[src/verilog/scc_pkg.sv]
package scc_pkg;

	// ---------------------------------------------------------------
	// register offsets (word addresses on the plain port)
	// ---------------------------------------------------------------
	localparam int ADDR_W = 8;
	localparam logic [7:0] OFS_PORT = 8'h00;
	localparam logic [7:0] OFS_ADDR = 8'h01;
	localparam logic [7:0] OFS_TAPS = 8'h02;
	localparam logic [7:0] OFS_MAINS = 8'h03;
	localparam logic [7:0] OFS_DIGITS = 8'h04;
	localparam logic [7:0] OFS_PUREG = 8'h05;
	localparam logic [7:0] OFS_ACTION = 8'h06;
	localparam logic [7:0] OFS_STATUS = 8'h07;
	localparam logic [7:0] OFS_ITEMP = 8'h08;
	localparam logic [7:0] OFS_HSTEMP = 8'h09;
	localparam logic [7:0] OFS_HWLVL = 8'h0A;
	localparam logic [7:0] OFS_FWLVL = 8'h0B;
	localparam logic [7:0] OFS_SLOT = 8'h0C;
	localparam logic [7:0] OFS_SETUP = 8'h0D;
	localparam logic [7:0] OFS_UNAME = 8'h10;
	localparam logic [7:0] OFS_SNAME = 8'h20;
	localparam logic [7:0] OFS_SDATA = 8'h40;

	// ---------------------------------------------------------------
	// field layouts and values
	// ---------------------------------------------------------------
	localparam int NAME_LEN = 15;
	localparam int SLOTS = 6;
	localparam int NAMED_SLOTS = 4;
	localparam int SETUP_W = 32;
	localparam logic [4:0] ADDR_MIN = 5'h01;
	localparam logic [4:0] ADDR_MAX = 5'h1F;
	localparam logic [4:0] ADDR_RST = 5'h0C;
	localparam logic [7:0] TAPS_RST = 8'h07;
	localparam logic [7:0] MAINS_50 = 8'h32;
	localparam logic [7:0] MAINS_60 = 8'h3C;
	localparam logic [1:0] DIG_FULL = 2'h0;
	localparam logic [2:0] BIT_REFILL = 3'd0;
	localparam logic [2:0] BIT_RECAL = 3'd1;
	localparam logic [2:0] BIT_HOME = 3'd2;
	localparam logic [2:0] BIT_SAVE = 3'd3;
	localparam logic [2:0] BIT_RESTORE = 3'd4;

	// ---------------------------------------------------------------
	// timing
	// ---------------------------------------------------------------
	localparam longint CLK_HZ = 50000000;
	localparam longint RECAL_MS = 500;
	localparam longint RECAL_CYC = CLK_HZ / 1000 * RECAL_MS;
	localparam longint PORT_INIT_CYC = 4;

	typedef enum logic [1:0] {
		SCC_PORT_BUS = 2'h0,
		SCC_PORT_SERIAL = 2'h1
	} scc_port_e;

	typedef enum logic [1:0] {
		SCC_IDLE = 2'b00,
		SCC_DISABLE = 2'b01,
		SCC_INIT = 2'b11
	} scc_pst_e;

	typedef struct packed {
		logic [7:0] addr;
		logic [31:0] wdata;
		logic wr;
		logic rd;
	} scc_req_s;

endpackage : scc_pkg

[src/verilog/scc_slot_mem.sv]
`timescale 1ns/1ps
// setup slot store, one word per slot, registered read
module scc_slot_mem import scc_pkg::*; #(
	parameter int DEPTH = SLOTS,
	parameter int WIDTH = SETUP_W
) (
	input wire logic mclk, // clock
	input wire logic we, // write enable
	input wire logic [2:0] waddr, // write slot
	input wire logic [WIDTH-1:0] wdata, // write word
	input wire logic [2:0] raddr, // read slot
	output logic [WIDTH-1:0] rdata // registered read word
);
	logic [WIDTH-1:0] mem [DEPTH];

	// slot addresses are three bits wide, so deeper stores cannot be reached
	if (DEPTH > 8 || DEPTH < 1) begin : g_depth_chk
		$error("scc_slot_mem: depth outside 1 to 8");
	end

	// write port
	always_ff @(posedge mclk) begin
		if (we) begin
			mem[waddr] <= wdata;
		end
	end

	// read port
	always_ff @(posedge mclk) begin
		rdata <= mem[raddr];
	end
endmodule : scc_slot_mem

[src/verilog/scc_sysconf.sv]
// Design decisions made here: the plain strobed port and the address map.
`timescale 1ns/1ps
// Summary of operation
// - bus address accepted only from 1 to 31
// - bus address resets to twelve
// - address write re-initialises the chosen port
// - port select is bus or serial, readable
// - port write disables all, then inits chosen
// - refill loads raw value into filter history
// - internal temperature readable in Celsius
// - recalibrate both inputs, about half second
// - heat sink temperature monitored, readable
// - sync filter taps settable, default seven
// - unit name holds fifteen characters
// - mains frequency only 50 or 60
// - display digits full, one, two, three
// - display digits affect front panel only
// - power-up regulate on or off, default off
// - six setup slots hold one 32-bit setup word each
// - save copies setup into slot 0-5
// - restore loads setup from slot 0-5
// - slot names fifteen characters, slots 0-3
// - hardware and firmware levels readable
// - home shows operate screen
// - short keywords truncated to four or three; not done here, left to the host parser
module scc_sysconf import scc_pkg::*; #(
	parameter longint RECAL_CYCLES = RECAL_CYC,
	parameter logic [7:0] HW_LEVEL = 8'h01, // arbitrary value
	parameter logic [15:0] FW_LEVEL = 16'h0001 // arbitrary value
) (
	input wire logic mclk, // 50 MHz clock
	input wire logic rst_n, // async reset, active low
	input wire logic [ADDR_W-1:0] addr, // register address
	input wire logic [31:0] wdata, // write data
	input wire logic wr, // write strobe
	input wire logic rd, // read strobe
	output logic [31:0] rdata, // read data, cycle after rd
	input wire logic [15:0] raw_temp, // unfiltered channel value
	input wire logic [15:0] int_temp, // reference temperature, C
	input wire logic [15:0] hs_temp, // heat sink temperature, C
	input wire logic [15:0] hs_limit, // heat sink shutdown limit, C
	output logic [15:0] refill_value, // value seeded into history
	output logic filter_refill_cmd, // seed all history entries
	output logic self_recalibrate_cmd, // recalibration running
	output logic heater_shutdown, // heat sink over limit
	output logic home_cmd, // go to operate screen
	output logic bus_port_en, // bus port enabled
	output logic serial_port_en, // serial port enabled
	output logic port_init, // chosen port initialising
	output logic [4:0] bus_address, // bus address in use
	output logic [7:0] sync_filter_tap_count, // filter taps
	output logic mains_frequency_setting, // 1 = 60 Hz
	output logic [1:0] display_digit_setting, // 0 full, else digits
	output logic powerup_regulate_setting, // power up in control
	output logic [SETUP_W-1:0] setup_q, // live setup word
	output logic setup_load // setup replaced by restore
);
	// ---------------------------------------------------------------
	// reset release
	// ---------------------------------------------------------------
	logic [1:0] rst_sync_q;
	logic rst_ok;

	// two flops so release is clean against mclk
	always_ff @(posedge mclk or negedge rst_n) begin
		if (!rst_n) begin
			rst_sync_q <= 2'b00;
		end else begin
			rst_sync_q <= {rst_sync_q[0], 1'b1};
		end
	end
	assign rst_ok = rst_sync_q[1];

	// a zero count would hold the recal level for 2**32 cycles; the counter is 32 bits
	if (RECAL_CYCLES < 1 || (RECAL_CYCLES >> 32) != 0) begin : g_recal_chk
		$error("scc_sysconf: recal count outside 1 to 2**32-1");
	end

	// slot index is three bits; only the first slots carry names
	if (SLOTS > 8 || NAMED_SLOTS > SLOTS) begin : g_slot_chk
		$error("scc_sysconf: slot counts not served");
	end

	// ---------------------------------------------------------------
	// decode
	// ---------------------------------------------------------------
	scc_req_s req;
	logic wr_act;
	logic [7:0] wd8;
	logic [4:0] wd5;
	// one offset per command: keyword spelling and shortening stay with the host parser
	assign req = '{addr: addr, wdata: wdata, wr: wr, rd: rd};
	assign wr_act = req.wr && (req.addr == OFS_ACTION);
	assign wd8 = req.wdata[7:0];
	assign wd5 = req.wdata[4:0];

	// ---------------------------------------------------------------
	// port selection
	// ---------------------------------------------------------------
	scc_pst_e pst_q;
	scc_port_e port_q;
	logic [2:0] pcnt_q;
	logic port_wr;
	logic addr_ok;
	assign addr_ok = (req.wdata[31:5] == '0) && (wd5 >= ADDR_MIN) && (wd5 <= ADDR_MAX);
	assign port_wr = req.wr && (req.addr == OFS_PORT) && (req.wdata[31:1] == '0);

	// selected port and address
	always_ff @(posedge mclk or negedge rst_ok) begin
		if (!rst_ok) begin
			port_q <= SCC_PORT_BUS;
			bus_address <= ADDR_RST;
		end else begin
			if (port_wr) begin
				port_q <= scc_port_e'({1'b0, req.wdata[0]});
			end
			if (req.wr && req.addr == OFS_ADDR && addr_ok) begin
				bus_address <= wd5;
			end
		end
	end

	// re-init sequence: disable all, then init chosen port
	always_ff @(posedge mclk or negedge rst_ok) begin
		if (!rst_ok) begin
			pst_q <= SCC_DISABLE;
			pcnt_q <= 3'd0;
		end else begin
			// a new write restarts the sequence even if already running
			if (port_wr || (req.wr && req.addr == OFS_ADDR && addr_ok)) begin
				pst_q <= SCC_DISABLE;
				pcnt_q <= 3'd0;
			end else begin
				unique case (pst_q)
					SCC_IDLE: begin
						pcnt_q <= 3'd0;
					end
					SCC_DISABLE: begin
						pst_q <= SCC_INIT;
						pcnt_q <= 3'd0;
					end
					SCC_INIT: begin
						pcnt_q <= pcnt_q + 3'd1;
						if (pcnt_q == 3'(PORT_INIT_CYC - 1)) begin
							pst_q <= SCC_IDLE;
						end
					end
					default: begin
						pst_q <= SCC_IDLE;
					end
				endcase
			end
		end
	end

	assign port_init = (pst_q == SCC_INIT);
	assign bus_port_en = (pst_q != SCC_DISABLE) && (port_q == SCC_PORT_BUS);
	assign serial_port_en = (pst_q != SCC_DISABLE) && (port_q == SCC_PORT_SERIAL);

	// ---------------------------------------------------------------
	// plain settings
	// ---------------------------------------------------------------
	// illegal values leave the setting as it was
	always_ff @(posedge mclk or negedge rst_ok) begin
		if (!rst_ok) begin
			sync_filter_tap_count <= TAPS_RST;
			mains_frequency_setting <= 1'b0;
			display_digit_setting <= DIG_FULL;
			powerup_regulate_setting <= 1'b0;
		end else if (req.wr) begin
			if (req.addr == OFS_TAPS && req.wdata[31:8] == '0 && wd8 != 8'h00) begin
				sync_filter_tap_count <= wd8;
			end
			if (req.addr == OFS_MAINS && req.wdata[31:8] == '0) begin
				if (wd8 == MAINS_50) mains_frequency_setting <= 1'b0;
				if (wd8 == MAINS_60) mains_frequency_setting <= 1'b1;
			end
			if (req.addr == OFS_DIGITS && req.wdata[31:2] == '0) begin
				display_digit_setting <= req.wdata[1:0];
			end
			if (req.addr == OFS_PUREG && req.wdata[31:1] == '0) begin
				powerup_regulate_setting <= req.wdata[0];
			end
		end
	end

	// ---------------------------------------------------------------
	// one-shot actions
	// ---------------------------------------------------------------
	logic [31:0] rcnt_q;

	// refill and home are single-cycle pulses
	always_ff @(posedge mclk or negedge rst_ok) begin
		if (!rst_ok) begin
			filter_refill_cmd <= 1'b0;
			home_cmd <= 1'b0;
			refill_value <= 16'h0000;
		end else begin
			filter_refill_cmd <= wr_act && req.wdata[BIT_REFILL];
			home_cmd <= wr_act && req.wdata[BIT_HOME];
			if (wr_act && req.wdata[BIT_REFILL]) begin
				refill_value <= raw_temp;
			end
		end
	end

	// recalibration holds for about half a second; a repeat request restarts
	always_ff @(posedge mclk or negedge rst_ok) begin
		if (!rst_ok) begin
			self_recalibrate_cmd <= 1'b0;
			rcnt_q <= 32'h0;
		end else if (wr_act && req.wdata[BIT_RECAL]) begin
			self_recalibrate_cmd <= 1'b1;
			rcnt_q <= 32'(RECAL_CYCLES - 1);
		end else if (self_recalibrate_cmd) begin
			if (rcnt_q == 32'h0) begin
				self_recalibrate_cmd <= 1'b0;
			end else begin
				rcnt_q <= rcnt_q - 32'h1;
			end
		end
	end

	// heat sink watch, level that latches until reset
	always_ff @(posedge mclk or negedge rst_ok) begin
		if (!rst_ok) begin
			heater_shutdown <= 1'b0;
		end else if ($signed(hs_temp) > $signed(hs_limit)) begin
			heater_shutdown <= 1'b1;
		end
	end

	// ---------------------------------------------------------------
	// setup slots
	// ---------------------------------------------------------------
	logic [2:0] slot_q;
	logic [SETUP_W-1:0] mem_rd;
	logic save_go;
	logic rest_go;
	logic rest_q;
	assign save_go = wr_act && req.wdata[BIT_SAVE] && (slot_q < 3'(SLOTS));
	assign rest_go = wr_act && req.wdata[BIT_RESTORE] && (slot_q < 3'(SLOTS));

	scc_slot_mem #(.DEPTH(SLOTS), .WIDTH(SETUP_W)) u_mem (
		.mclk(mclk),
		.we(save_go),
		.waddr(slot_q),
		.wdata(setup_q),
		.raddr(slot_q),
		.rdata(mem_rd)
	);

	// slot index and live setup word
	always_ff @(posedge mclk or negedge rst_ok) begin
		if (!rst_ok) begin
			slot_q <= 3'd0;
			setup_q <= '0;
			rest_q <= 1'b0;
		end else begin
			rest_q <= rest_go;
			if (req.wr && req.addr == OFS_SLOT && req.wdata[31:3] == '0
				&& req.wdata[2:0] < 3'(SLOTS)) begin
				slot_q <= req.wdata[2:0];
			end
			if (req.wr && req.addr == OFS_SETUP) begin
				setup_q <= req.wdata;
			end else if (rest_q) begin
				setup_q <= mem_rd;
			end
		end
	end
	assign setup_load = rest_q;

	// ---------------------------------------------------------------
	// name strings: unit name plus four slot names, byte per word
	// ---------------------------------------------------------------
	logic [7:0] uname_q [NAME_LEN];
	logic [7:0] sname_q [NAMED_SLOTS][NAME_LEN];
	// slot names take sixteen words each, the last of every group unused
	localparam logic [7:0] SNAME_END = OFS_SNAME + 8'(NAMED_SLOTS * 16);

	// 7-bit values only (0 to 0x7F); index 15 and above does not exist
	genvar gi, gs;
	generate
		for (gi = 0; gi < NAME_LEN; gi++) begin : g_uname
			always_ff @(posedge mclk or negedge rst_ok) begin
				if (!rst_ok) begin
					uname_q[gi] <= 8'h20;
				end else if (req.wr && req.addr == OFS_UNAME + 8'(gi)
					&& req.wdata[31:7] == '0) begin
					uname_q[gi] <= wd8;
				end
			end
			for (gs = 0; gs < NAMED_SLOTS; gs++) begin : g_sname
				always_ff @(posedge mclk or negedge rst_ok) begin
					if (!rst_ok) begin
						sname_q[gs][gi] <= 8'h20;
					end else if (req.wr && req.addr == OFS_SNAME + 8'(gs * 16 + gi)
						&& req.wdata[31:7] == '0) begin
						sname_q[gs][gi] <= wd8;
					end
				end
			end
		end
	endgenerate

	// ---------------------------------------------------------------
	// read back
	// ---------------------------------------------------------------
	logic [31:0] rd_d;

	// unmapped addresses read as zero
	always_comb begin
		rd_d = 32'h0;
		unique case (req.addr)
			OFS_PORT: rd_d = {30'h0, port_q};
			OFS_ADDR: rd_d = {27'h0, bus_address};
			OFS_TAPS: rd_d = {24'h0, sync_filter_tap_count};
			OFS_MAINS: rd_d = {24'h0, mains_frequency_setting ? MAINS_60 : MAINS_50};
			OFS_DIGITS: rd_d = {30'h0, display_digit_setting};
			OFS_PUREG: rd_d = {31'h0, powerup_regulate_setting};
			OFS_STATUS: rd_d = {27'h0, heater_shutdown, port_init,
				self_recalibrate_cmd, serial_port_en, bus_port_en};
			OFS_ITEMP: rd_d = {{16{int_temp[15]}}, int_temp};
			OFS_HSTEMP: rd_d = {{16{hs_temp[15]}}, hs_temp};
			OFS_HWLVL: rd_d = {24'h0, HW_LEVEL};
			OFS_FWLVL: rd_d = {16'h0, FW_LEVEL};
			OFS_SLOT: rd_d = {29'h0, slot_q};
			OFS_SETUP: rd_d = setup_q;
			default: begin
				if (req.addr >= OFS_UNAME && req.addr < OFS_UNAME + 8'(NAME_LEN)) begin
					rd_d = {24'h0, uname_q[4'(req.addr - OFS_UNAME)]};
				end else if (req.addr >= OFS_SNAME && req.addr < SNAME_END
					&& req.addr[3:0] != 4'hF) begin
					rd_d = {24'h0, sname_q[2'(req.addr[5:4] - 2'h2)][req.addr[3:0]]};
				end
			end
		endcase
	end

	// data stand only in the cycle after the read strobe
	always_ff @(posedge mclk or negedge rst_ok) begin
		if (!rst_ok) begin
			rdata <= 32'h0;
		end else begin
			rdata <= req.rd ? rd_d : 32'h0;
		end
	end
endmodule : scc_sysconf
[config.mk]
export PLATFORM = sky130hd
export DESIGN_NAME = scc_sysconf
export DESIGN_NICKNAME = d
export VERILOG_FILES = /design/src/verilog/scc_pkg.sv /design/src/verilog/scc_slot_mem.sv /design/src/verilog/scc_sysconf.sv
export SDC_FILE = /design/constraint.sdc
export NUM_CORES = 1
export LEC_CHECK = 0
export BUFFER_PORTS_ARGS = -buffer_cell sky130_fd_sc_hd__buf_2
export CORE_MARGIN = 10
export CORE_UTILIZATION = 51
export CTS_CLUSTER_DIAMETER = 60
export CTS_CLUSTER_SIZE = 40
export DETAILED_ROUTE_END_ITERATION = 16
export GPL_ROUTABILITY_DRIVEN = 0
export PLACE_DENSITY = 0.68
export SYNTH_ARGS = -nofsm -noshare
export SYNTH_HDL_FRONTEND = slang
export SYNTH_SLANG_ARGS = --single-unit
[constraint.sdc]
create_clock -name mclk -period 35.5 [get_ports mclk]
set_input_delay 1.775 -clock mclk [delete_from_list [all_inputs] [get_ports mclk]]
set_output_delay 1.775 -clock mclk [all_outputs]
set_load 0.005 [all_outputs]
==> results of run 1 <==
-- cell families (layout without fill, tap and decap cells) --
logic type,count (synthesis),count (layout),share of synthesized area (%)
AO/OA/AOI/OAI,266,266,4.031
XOR/XNOR,23,23,0.4751
adder cells (fa/ha/maj),20,20,0.5901
buffers and inverters,224,421,2.234
flip-flops,969,969,59.31
multiplexers,843,843,26.44
other,1,2,0.008844
AND/OR/NAND/NOR,546,546,6.914
-- synth_stat cells (all sizes together), types with 4 or more instances --
cell type | n | area, um2
o31ai | 7 | 52.55
mux4 | 165 | 3716
a31oi | 10 | 62.56
inv | 29 | 108.9
nand3 | 35 | 175.2
or3 | 7 | 43.79
and4b | 4 | 40.04
xnor2 | 8 | 70.07
xor2 | 15 | 131.4
edfxtp | 192 | 5766
a22oi | 51 | 382.9
dfstp | 81 | 2128
mux2i | 113 | 1131
nand2b | 11 | 68.82
nor2 | 118 | 442.9
nor4b | 7 | 76.32
a221oi | 5 | 43.79
dfxtp | 32 | 640.6
and3 | 15 | 93.84
or4 | 9 | 67.56
nand4b | 4 | 35.03
a211oi | 9 | 67.56
dfrtp | 664 | 16620
a21o | 4 | 30.03
and2 | 84 | 525.5
buf | 71 | 372.9
nor3 | 13 | 75.07
clkbuf | 123 | 461.7
nor4 | 21 | 150.2
a2111oi | 4 | 35.03
nand3b | 5 | 37.54
a21oi | 109 | 545.5
o211ai | 9 | 67.56
nor2b | 19 | 118.9
o221ai | 4 | 35.03
a22o | 6 | 52.55
nand4 | 25 | 156.4
ha | 20 | 250.2
a32oi | 4 | 35.03
nand2 | 161 | 754.5
mux2 | 565 | 6362
o21ai | 24 | 120.1
-- power by group through the flow --
stage | logic [mW] | registers (mW) | clock network [mW]
global route | 0.111 | 1.15 | 0.949
global placement | 0.0996 | 1.17 | 0
CTS | 0.103 | 1.15 | 0.908
detailed placement | 0.102 | 1.18 | 0
finish | 0.101 | 1.15 | 0.892
floorplan | 0.0515 | 1.18 | 0
-- final timing paths --
kind / startpoint / to / slack (ns)
max: addr[2] / u_mem.mem[1][2]$_DFFE_PP_ / 30.10
min: rst_sync_q[1]$_DFF_PN0_ / sname_q[192]$_DFFE_PN0P_ / 0.35
max reg2reg: rst_sync_q[1]$_DFF_PN0_ / slot_q[0]$_DFFE_PN0P_ / 31.83
min reg2reg: rst_sync_q[1]$_DFF_PN0_ / sname_q[192]$_DFFE_PN0P_ / 0.35
max in group asynchronous: rst_sync_q[1]$_DFF_PN0_ / slot_q[0]$_DFFE_PN0P_ / 31.83
min in group mclk: rst_sync_q[0]$_DFF_PN0_ / rst_sync_q[1]$_DFF_PN0_ / 0.35
-- cell type report --
cell class,instances,area share (%)
well taps,1070,2.844
inverters,30,0.2392
multi-input cells,1699,34.86
diodes,1,0.005316
clock buffers,79,3.971
clock inverters,53,1.550
flip-flops and latches,969,53.45
repair buffers,259,3.073
-- layer usage --
metal | routed length (um) | vias to the layer above | part of all wire (%) | global-route usage, %
li1 | - | 11020 | - | -
met1 | 46170 | 13650 | 41 | 31.38
met2 | 54900 | 936 | 49 | 38.47
met3 | 8450 | 189 | 7.5 | 5.152
met4 | 3361 | 2 | 3.0 | 6.888
met5 | 16 | - | 0.014 | 0
-- registers in the layout (all words and copies together) (netlist names), 5 cells and up --
name and flops:
u_mem.mem 192, setup_q 32, sync_filter_tap_count 8, sname_q 480
refill_value 16, bus_address 5, rdata 32, rcnt_q 32
u_mem.rdata 32, uname_q 120
-- metrics by stage --
step / power, mW / std cells
2_1_floorplan: 1.235 / 2892
4_1_cts: 2.163 / 4159
3_5_place_dp: 1.278 / 4027
6_report: 2.147 / 4160
3_3_place_gp: 1.274 / 4027
5_1_grt: 2.215 / 4160
==> metrics.md, run 1 <==
| Metric | Value |
|---|---|
| Slew Viols, Final | `0` |
| Most frequent cells in the layout | `dfrtp_1, mux2_2, buf_2` |
| Largest net degree at the start of global routing | `179` |
| Period Utilization, post-route | `15.20%` |
| Worst Path Max Fanout | `25` |
| WP data arrival | `5.68 ns` |
| Critical path's largest stage delay | `0.97 ns` |
| Drt wl/cell | `27.14 um` |
| R2R cell count | `3` |
| Synthesized cell area | `42,400 um2` |
| # nets final | `3,158` |
| Slew @ Worst Pin | `1.394 ns` |
| Die width | `308.3 um` |
| Post-layout util | `57.24%` |
| Cell variety after synth | `75` |
| Post-Place Cell Area | `44,470 um2` |
| Tmin final | `5.396 ns` |
| Bufs and invs on worst path | `2` |
| Initial antenna violation count | `2` |
| Seq cells post-synth | `969` |
| Post-route setup slack | `30.10 ns` |
| Seq pwr share | `53.7%` |
| Core Region | `82,240 um2` |
| Final setup fails | `0` |
| Port buffer count | `212` |
| Worst hold margin | `0.3478 ns` |
| First-pass GRT wire length | `171,700 um` |
| Mean Syn Cell Area | `14.66 um2` |
| DP Wirelength | `74,340 um` |
| Setup CP Type | `primary input to flop` |
| Max Fclk | `185.3 MHz` |
| Clock tree buffer depth | `3` |
| Cell Rows | `105` |
| Vias per std cell | `6.200` |
| Layout cells sized above 1 | `40.76%` |
| CTS Buf Count | `71` |
| WL final | `112,900 um` |
| GR Overflow Total | `0` |
| Sw Ratio | `25.12%` |
| Worst VDD drop | `0.03277 mV` |
| Slew margin rel. | `6.230%` |
| H-tree depth | `3` |
| Number of global-route vias before repair | `27,070` |
| Post-route cell area | `47,070 um2` |
| Filler cells | `6,386` |
| Area of the multi-input gates | `16,410 um2` |
| Comb pwr share | `4.7%` |
| Internal | `1.607 mW` |
| Die area | `95,080 um2` |
| Most used cell, CP | `and3_1` |
| Synth Instances | `2,892` |
| Max-Cap Viols | `0` |
| Via Count | `25,790` |
| Ys async rst share | `76.88%` |
| Sink Count | `969` |
| Final hold vios | `0` |
| Synthesized net count | `3,020` |
| Clock power frac | `41.6%` |
| Clk root buf | `clkbuf_16` |
| Critical path launch point type | `primary input` |
| Clk_skew | `0.04182 ns` |
| Pre-antenna DRT Iters | `6` |
| Crit. End Element | `flop` |
| Drt drc | `0` |
| P_sw | `539.3 uW` |
| Post-CTS Resized | `0` |
| Outcome | `finished clean` |
| Worst hold path type | `flop to async pin` |
| Starting DRT DRC Count | `2,350` |
| P&R area growth vs syn | `11.01%` |
| Initial core utilization | `51.56%` |
| CP Cell Sequence | `buf_2 > nor2b_1 > and3_1 > and3_1 > nor4b_2 > buf_4` |
| Num ports | `213` |
| Commonest non-fill, non-tap cell in the layout | `dfrtp_1` |
| Postcts setup bufs | `0` |
| Primary FF master, synth | `dfrtp_1` |
| Worst-path clk slew | `0.08 ns` |
| Post-synthesis sequential area ratio | `59.31%` |
| Routed Antenna Nets | `0` |
| PwrDens | `45.60 nW/um2` |
| GR Util All Layers | `23.54%` |
| Worst-Skew Late Latency | `0.65 ns` |
| Levels on crit path | `6` |
| Register area | `25,160 um2` |
| Yosys warns | `0` |
| Slowest-stage cell, CP | `nor4b_2` |
| CTS tree | `done` |
| Leakage power | `20.73 nW` |
| Crit path max-delay family | `simple AND/OR/NAND/NOR gates` |
| TNS Setup | `0 ns` |
| Dpl ws | `29.46 ns` |
| Chip height | `308.3 um` |
| RSZ-0062 raised after global routing | `no` |
| Worst Path Required | `35.78 ns` |
| Post-CTS Hold Buffers | `0` |
| Post-synth EDFFs | `192` |
No activity file was read; power rests on OpenSTA's default activity.
==> run 2: changes to the inputs <==
==> constraint.sdc (replaced) <==
create_clock -name mclk -period 5.04 [get_ports mclk]
set_input_delay 0.252 -clock mclk [delete_from_list [all_inputs] [get_ports mclk]]
set_output_delay 0.252 -clock mclk [all_outputs]
set_load 0.005 [all_outputs]
==> run 2 against run 1 <==
Effect of this change: utilization rose by 0.82 points; largest power group unchanged; sequential power rose to 7.1 times the previous value; worst hold slack got worse by 0.32 ns; non-clock buffer count rose by 76; worst setup slack got worse by 29 ns.
==> metrics.md, run 2 (synthesis results as in run 1) <==
| Metric | Value |
|---|---|
| Clock tree buffer depth | `3` |
| WP data arrival | `4.31 ns` |
| Slowest-stage cell, CP | `and3_1` |
| Sink Count | `969` |
| Worst r2r src | `slot_q[2]$_DFFE_PN0P_` |
| Internal | `11.28 mW` |
| Most frequent cells in the layout | `dfrtp_1, mux2_2, buf_2` |
| P&R area growth vs syn | `12.61%` |
| DP Wirelength | `74,340 um` |
| Post-Place Cell Area | `44,750 um2` |
| Period Utilization, post-route | `75.33%` |
| Seq pwr share | `54.5%` |
| Reg with most FFs | `sname_q` |
| Worst Path Max Fanout | `16` |
| Cell Rows | `105` |
| Post-route cell area | `47,750 um2` |
| Drt wl/cell | `26.47 um` |
| Starting DRT DRC Count | `2,241` |
| Outcome | `finished clean` |
| Reg-to-Reg End | `u_mem.mem[5][14]$_DFFE_PP_` |
| Non-filler instance count after layout | `4,234` |
| H-tree depth | `3` |
| Slew @ Worst Pin | `1.135 ns` |
| CTS tree | `done` |
| Port buffer count | `212` |
| Met3 usage | `5.934%` |
| Clock power frac | `40.4%` |
| Worst Path Required | `5.55 ns` |
| Drt drc | `0` |
| CP Cell Sequence | `dlygate4sd3_1 > buf_2 > nor4_1 > nand4_1 > nor4b_4 > and3_1 > nand2_1 > mux2_2` |
| Chip height | `308.3 um` |
| Commonest non-fill, non-tap cell in the layout | `dfrtp_1` |
| P_sw | `3.642 mW` |
| CTS Buf Count | `70` |
| Initial antenna violation count | `5` |
| Worst VDD drop | `0.2607 mV` |
| GR Overflow Total | `0` |
| Worst-Skew Late Latency | `0.64 ns` |
| Register area | `25,160 um2` |
| Postcts setup bufs | `0` |
| Top Usage Layer GRT | `met2` |
| Area of the multi-input gates | `16,420 um2` |
| Met1 usage | `30.80%` |
| Max Fclk | `263.4 MHz` |
| Leakage power | `21.05 nW` |
| Number of global-route vias before repair | `27,470` |
| Worst hold path type | `primary input to flop` |
| Vias per std cell | `6.158` |
| Via Count | `26,070` |
| Number of flip-flops in the largest register | `480` |
| Routed Antenna Nets | `0` |
| Tmin final | `3.797 ns` |
| Final hold vios | `0` |
| Layout cells sized above 1 | `40.34%` |
| Worst hold margin | `0.03186 ns` |
| WL final | `112,100 um` |
| Die width | `308.3 um` |
| Largest registers | `sname_q: 480 flops, u_mem.mem: 192 flops, uname_q: 120 flops` |
| R2R Setup Slk | `2.15 ns` |
| Num ports | `213` |
| Initial core utilization | `51.56%` |
| Hold_sp | `wdata[7]` |
| Clk root buf | `clkbuf_16` |
| Hold Path End | `sync_filter_tap_count[7]$_DFFE_PN0P_` |
| Final setup fails | `0` |
| Sw Ratio | `24.41%` |
| R2R cell count | `4` |
| Comb pwr share | `5.1%` |
| Post-layout util | `58.06%` |
| Critical path launch point type | `primary input` |
| First-pass GRT wire length | `171,500 um` |
| Pre-antenna DRT Iters | `5` |
| PwrDens | `312.5 nW/um2` |
| Met2 Use GR | `37.55%` |
| Core Region | `82,240 um2` |
| Placed cells | `4,048` |
| # nets final | `3,233` |
| Filler cells | `6,268` |
| Post-route setup slack | `1.244 ns` |
| Slew margin rel. | `24.36%` |
| Worst-path clk slew | `0.07 ns` |
| Slew Viols, Final | `0` |
| GR Util All Layers | `23.49%` |
| Clk_skew | `0.04303 ns` |
| Critical path's largest stage delay | `0.87 ns` |
| Hold depth | `2` |
| Largest net degree at the start of global routing | `143` |
| Dpl ws | `1.127 ns` |
| Setup CP Type | `primary input to flop` |
| Die area | `95,080 um2` |
| Post-CTS Resized | `0` |
| Crit. End Element | `flop` |
| RSZ-0062 raised after global routing | `no` |
| Max-Cap Viols | `0` |
| Post-CTS Hold Buffers | `55` |
## run 2: worst max path at each step
stage	start	endpoint	slack (ns)
floorplan	rst_sync_q[1]$_DFF_PN0_	bus_address[0]$_DFFE_PN0P_	-2.10
global placement	wdata[22]	uname_q[102]$_DFFE_PN0P_	1.31
detailed placement	wdata[22]	uname_q[97]$_DFFE_PN0P_	1.13
CTS	wdata[22]	uname_q[97]$_DFFE_PN0P_	1.24
global route	wdata[22]	uname_q[100]$_DFFE_PN0P_	1.07
finish	wdata[22]	uname_q[96]$_DFFE_PN0P_	1.24
## run 2: power by group through the flow
stage | sequential [mW] | combinational, mW | clock [mW]
after detailed placement | 8.29 | 0.732 | 0
after CTS | 8.13 | 0.766 | 6.16
after global routing | 8.14 | 0.833 | 6.48
after global placement | 8.28 | 0.711 | 0
final | 8.13 | 0.765 | 6.03
after floorplan | 8.33 | 0.362 | 0
## run 2: metrics by stage
step                power [mW]  TNS (ns)
finish                   14.92         0
floorplan                8.694  -1407.74
global placement         8.992         0
detailed placement       9.020         0
CTS                      15.05         0
global route             15.45         0
## run 2: worst max-delay path: cells and delay by family
| kind | cells | cell delay [ns] |
|---|---|---|
| buf+inv | 2 | 0.66 |
| simple gates | 5 | 2.99 |
| mux | 1 | 0.39 |
## run 2: cell type report
cell class	instances	share of cell area (%)
inverters	30	0.2358
multi-input cells	1699	34.38
well taps	1070	2.804
clock buffers	79	3.894
clock inverters	49	1.229
repair buffers	335	4.745
flip-flops and latches	969	52.70
diodes	3	0.01572
## run 2: per-layer routing
| metal | part of all wire, % | routed length [um] | up-vias |
|---|---|---|---|
| li1 | - | - | 11150 |
| met1 | 41 | 45580 | 13710 |
| met2 | 47 | 52930 | 1002 |
| met3 | 8.5 | 9554 | 212 |
| met4 | 3.6 | 3981 | 4 |
| met5 | 0.023 | 26 | - |
==> run 3: changes to the inputs <==
==> constraint.sdc (replaced) <==
create_clock -name mclk -period 3.74 [get_ports mclk]
set_input_delay 0.187 -clock mclk [delete_from_list [all_inputs] [get_ports mclk]]
set_output_delay 0.187 -clock mclk [all_outputs]
set_load 0.005 [all_outputs]
==> run 3 against run 2 <==
Effect of this change: clock skew decreased by 0.0068 ns; sequential power increased by 34%; critical path depth increased by 2; routed wire length increased by 2.1%; via count increased by 1.3%; critical endpoint is now sname_q[11]$_DFFE_PN0P_.
==> metrics.md, run 3 (synthesis results as in run 1) <==
| Metric | Value |
|---|---|
| GR Overflow Total | `0` |
| CTS Buf Count | `72` |
| CP Launch Point | `wdata[8]` |
| Core Region | `82,240 um2` |
| Worst-path clk slew | `0.08 ns` |
| Worst hold margin | `0.08507 ns` |
| Setup CP Type | `primary input to flop` |
| Tmin final | `3.389 ns` |
| DP Wirelength | `76,320 um` |
| Starting DRT DRC Count | `2,482` |
| Post-route setup slack | `0.3512 ns` |
| Largest registers | `sname_q: 480 flops, u_mem.mem: 192 flops, uname_q: 120 flops` |
| Cell Rows | `105` |
| Slew margin rel. | `25.06%` |
| Slew @ Worst Pin | `1.124 ns` |
| H-tree depth | `3` |
| R2R Setup Slk | `0.83 ns` |
| Reg with most FFs | `sname_q` |
| GR Util All Layers | `23.96%` |
| Initial antenna violation count | `7` |
| Sink Count | `969` |
| CP Cell Sequence | `dlygate4sd3_1 > buf_2 > nor4_1 > buf_4 > nand4_1 > nor4b_4 > and4b_1 > buf_4 > nand2_1 > mux2_2` |
| Tot Pwr | `20.55 mW` |
| First-pass GRT wire length | `174,400 um` |
| Worst Path Max Fanout | `15` |
| Initial core utilization | `51.56%` |
| Layout cells sized above 1 | `41.01%` |
| Clock tree buffer depth | `3` |
| Slew Viols, Final | `0` |
| Vias per std cell | `6.174` |
| Max-Cap Viols | `0` |
| Outcome | `finished clean` |
| Worst r2r src | `rcnt_q[4]$_DFFE_PN0P_` |
| Most used cell, CP | `buf_4` |
| Area of the multi-input gates | `16,420 um2` |
| Largest net degree at the start of global routing | `124` |
| Register area | `25,160 um2` |
| CP endpoint | `sname_q[11]$_DFFE_PN0P_` |
| Drt drc | `0` |
| Period Utilization, post-route | `90.61%` |
| Crit. End Element | `flop` |
| CTS tree | `done` |
| Clk root buf | `clkbuf_16` |
| Routed Antenna Nets | `0` |
| Pre-antenna DRT Iters | `7` |
| Worst hold path type | `primary input to flop` |
| Die area | `95,080 um2` |
| Via Count | `26,400` |
| Most frequent cells in the layout | `dfrtp_1, mux2_2, buf_2` |
| P&R area growth vs syn | `14.00%` |
| Slowest-stage cell, CP | `nor4_1` |
| Placed cells | `4,081` |
| R2R cell count | `6` |
| Clk_skew | `0.03624 ns` |
| Filler cells | `6,254` |
| WP data arrival | `3.90 ns` |
| Chip height | `308.3 um` |
| # nets final | `3,272` |
| RSZ-0062 raised after global routing | `no` |
| PwrDens | `425.0 nW/um2` |
| Final hold vios | `0` |
| WL final | `114,400 um` |
| Worst Path Required | `4.25 ns` |
| Final setup fails | `0` |
| Die width | `308.3 um` |
| Critical path launch point type | `primary input` |
| Post-CTS Resized | `0` |
| Number of global-route vias before repair | `27,870` |
| Non-filler instance count after layout | `4,276` |
| Worst-Skew Late Latency | `0.64 ns` |
| Commonest non-fill, non-tap cell in the layout | `dfrtp_1` |
| Critical path's largest stage delay | `0.68 ns` |
| Port buffer count | `212` |
| Dpl ws | `0.2443 ns` |
| Number of flip-flops in the largest register | `480` |
| TNS Setup | `0 ns` |
| Reg-to-Reg End | `rcnt_q[26]$_DFFE_PN0P_` |
| Worst VDD drop | `0.3370 mV` |
| Num ports | `213` |
| Max Fclk | `295.1 MHz` |
| Drt wl/cell | `26.75 um` |
| Leakage power | `21.34 nW` |
## run 3: cell count changes in the layout (fill, tap and decap cells not counted), sizes merged, moves of 2 or more
cell,before,now
buf,279,312
clkinv,20,24
dlygate4sd3,55,59
clkbuf,80,82
inv,54,56
## run 3: critical path, delay by kind of cell
| kind | cells | cell delay [ns] |
|---|---|---|
| buffers and inverters | 4 | 1.23 |
| multiplexers | 1 | 0.36 |
| AND/OR/NAND/NOR | 5 | 2.10 |
## run 3: area by class of cell
class | instances | share of cell area (%)
inverters | 30 | 0.2329
repair buffers | 372 | 5.492
clock inverters | 53 | 1.527
diodes | 2 | 0.01035
flip-flops and latches | 969 | 52.05
multi-input cells | 1699 | 33.97
well taps | 1070 | 2.769
clock buffers | 81 | 3.950
## run 3: metal layers
layer  up-vias  part of all wire (%)  GRT usage (%)
li1      11250                     -              -
met1     13910                    41          31.75
met2      1012                    49          39.22
met3       218                   6.9          4.262
met4         8                   3.6          8.932
met5         -                 0.041              0
## run 3: worst min path at each step
stage,startpoint,to,slack [ns],cells past startpoint
after floorplan,rst_n,rst_sync_q[0]$_DFF_PN0_,-0.11,0
after global placement,rst_n,rst_sync_q[0]$_DFF_PN0_,-0.03,1
after detailed placement,rst_n,rst_sync_q[0]$_DFF_PN0_,-0.03,1
after CTS,int_temp[0],rdata[0]$_DFF_PN0_,0.07,5
after global routing,int_temp[0],rdata[0]$_DFF_PN0_,0.13,5
final,int_temp[0],rdata[0]$_DFF_PN0_,0.09,5
## run 3: repair_timing
item / CTS / global route
hold buffers: 59 / 0
buffers inserted: 0 / 0
endpoints found under the hold margin: 58 / 0
## run 3: where the power goes
group	internal (mW)	switching (mW)	total, mW	leakage, nW
clock	4.17	4.36	8.53	1.28
combinational	0.364	0.702	1.07	8.37
sequential	10.8	0.115	10.9	11.7
total	15.4	5.18	20.5	21.3
## run 3: stage by stage
stage / instance area [um2] / utilization, %
2_1_floorplan: 42430 / -
3_3_place_gp: 45100 / 54.84
3_5_place_dp: 45100 / 54.84
4_1_cts: 48340 / 58.77
5_1_grt: 48340 / 58.78
6_report: 48340 / 58.78
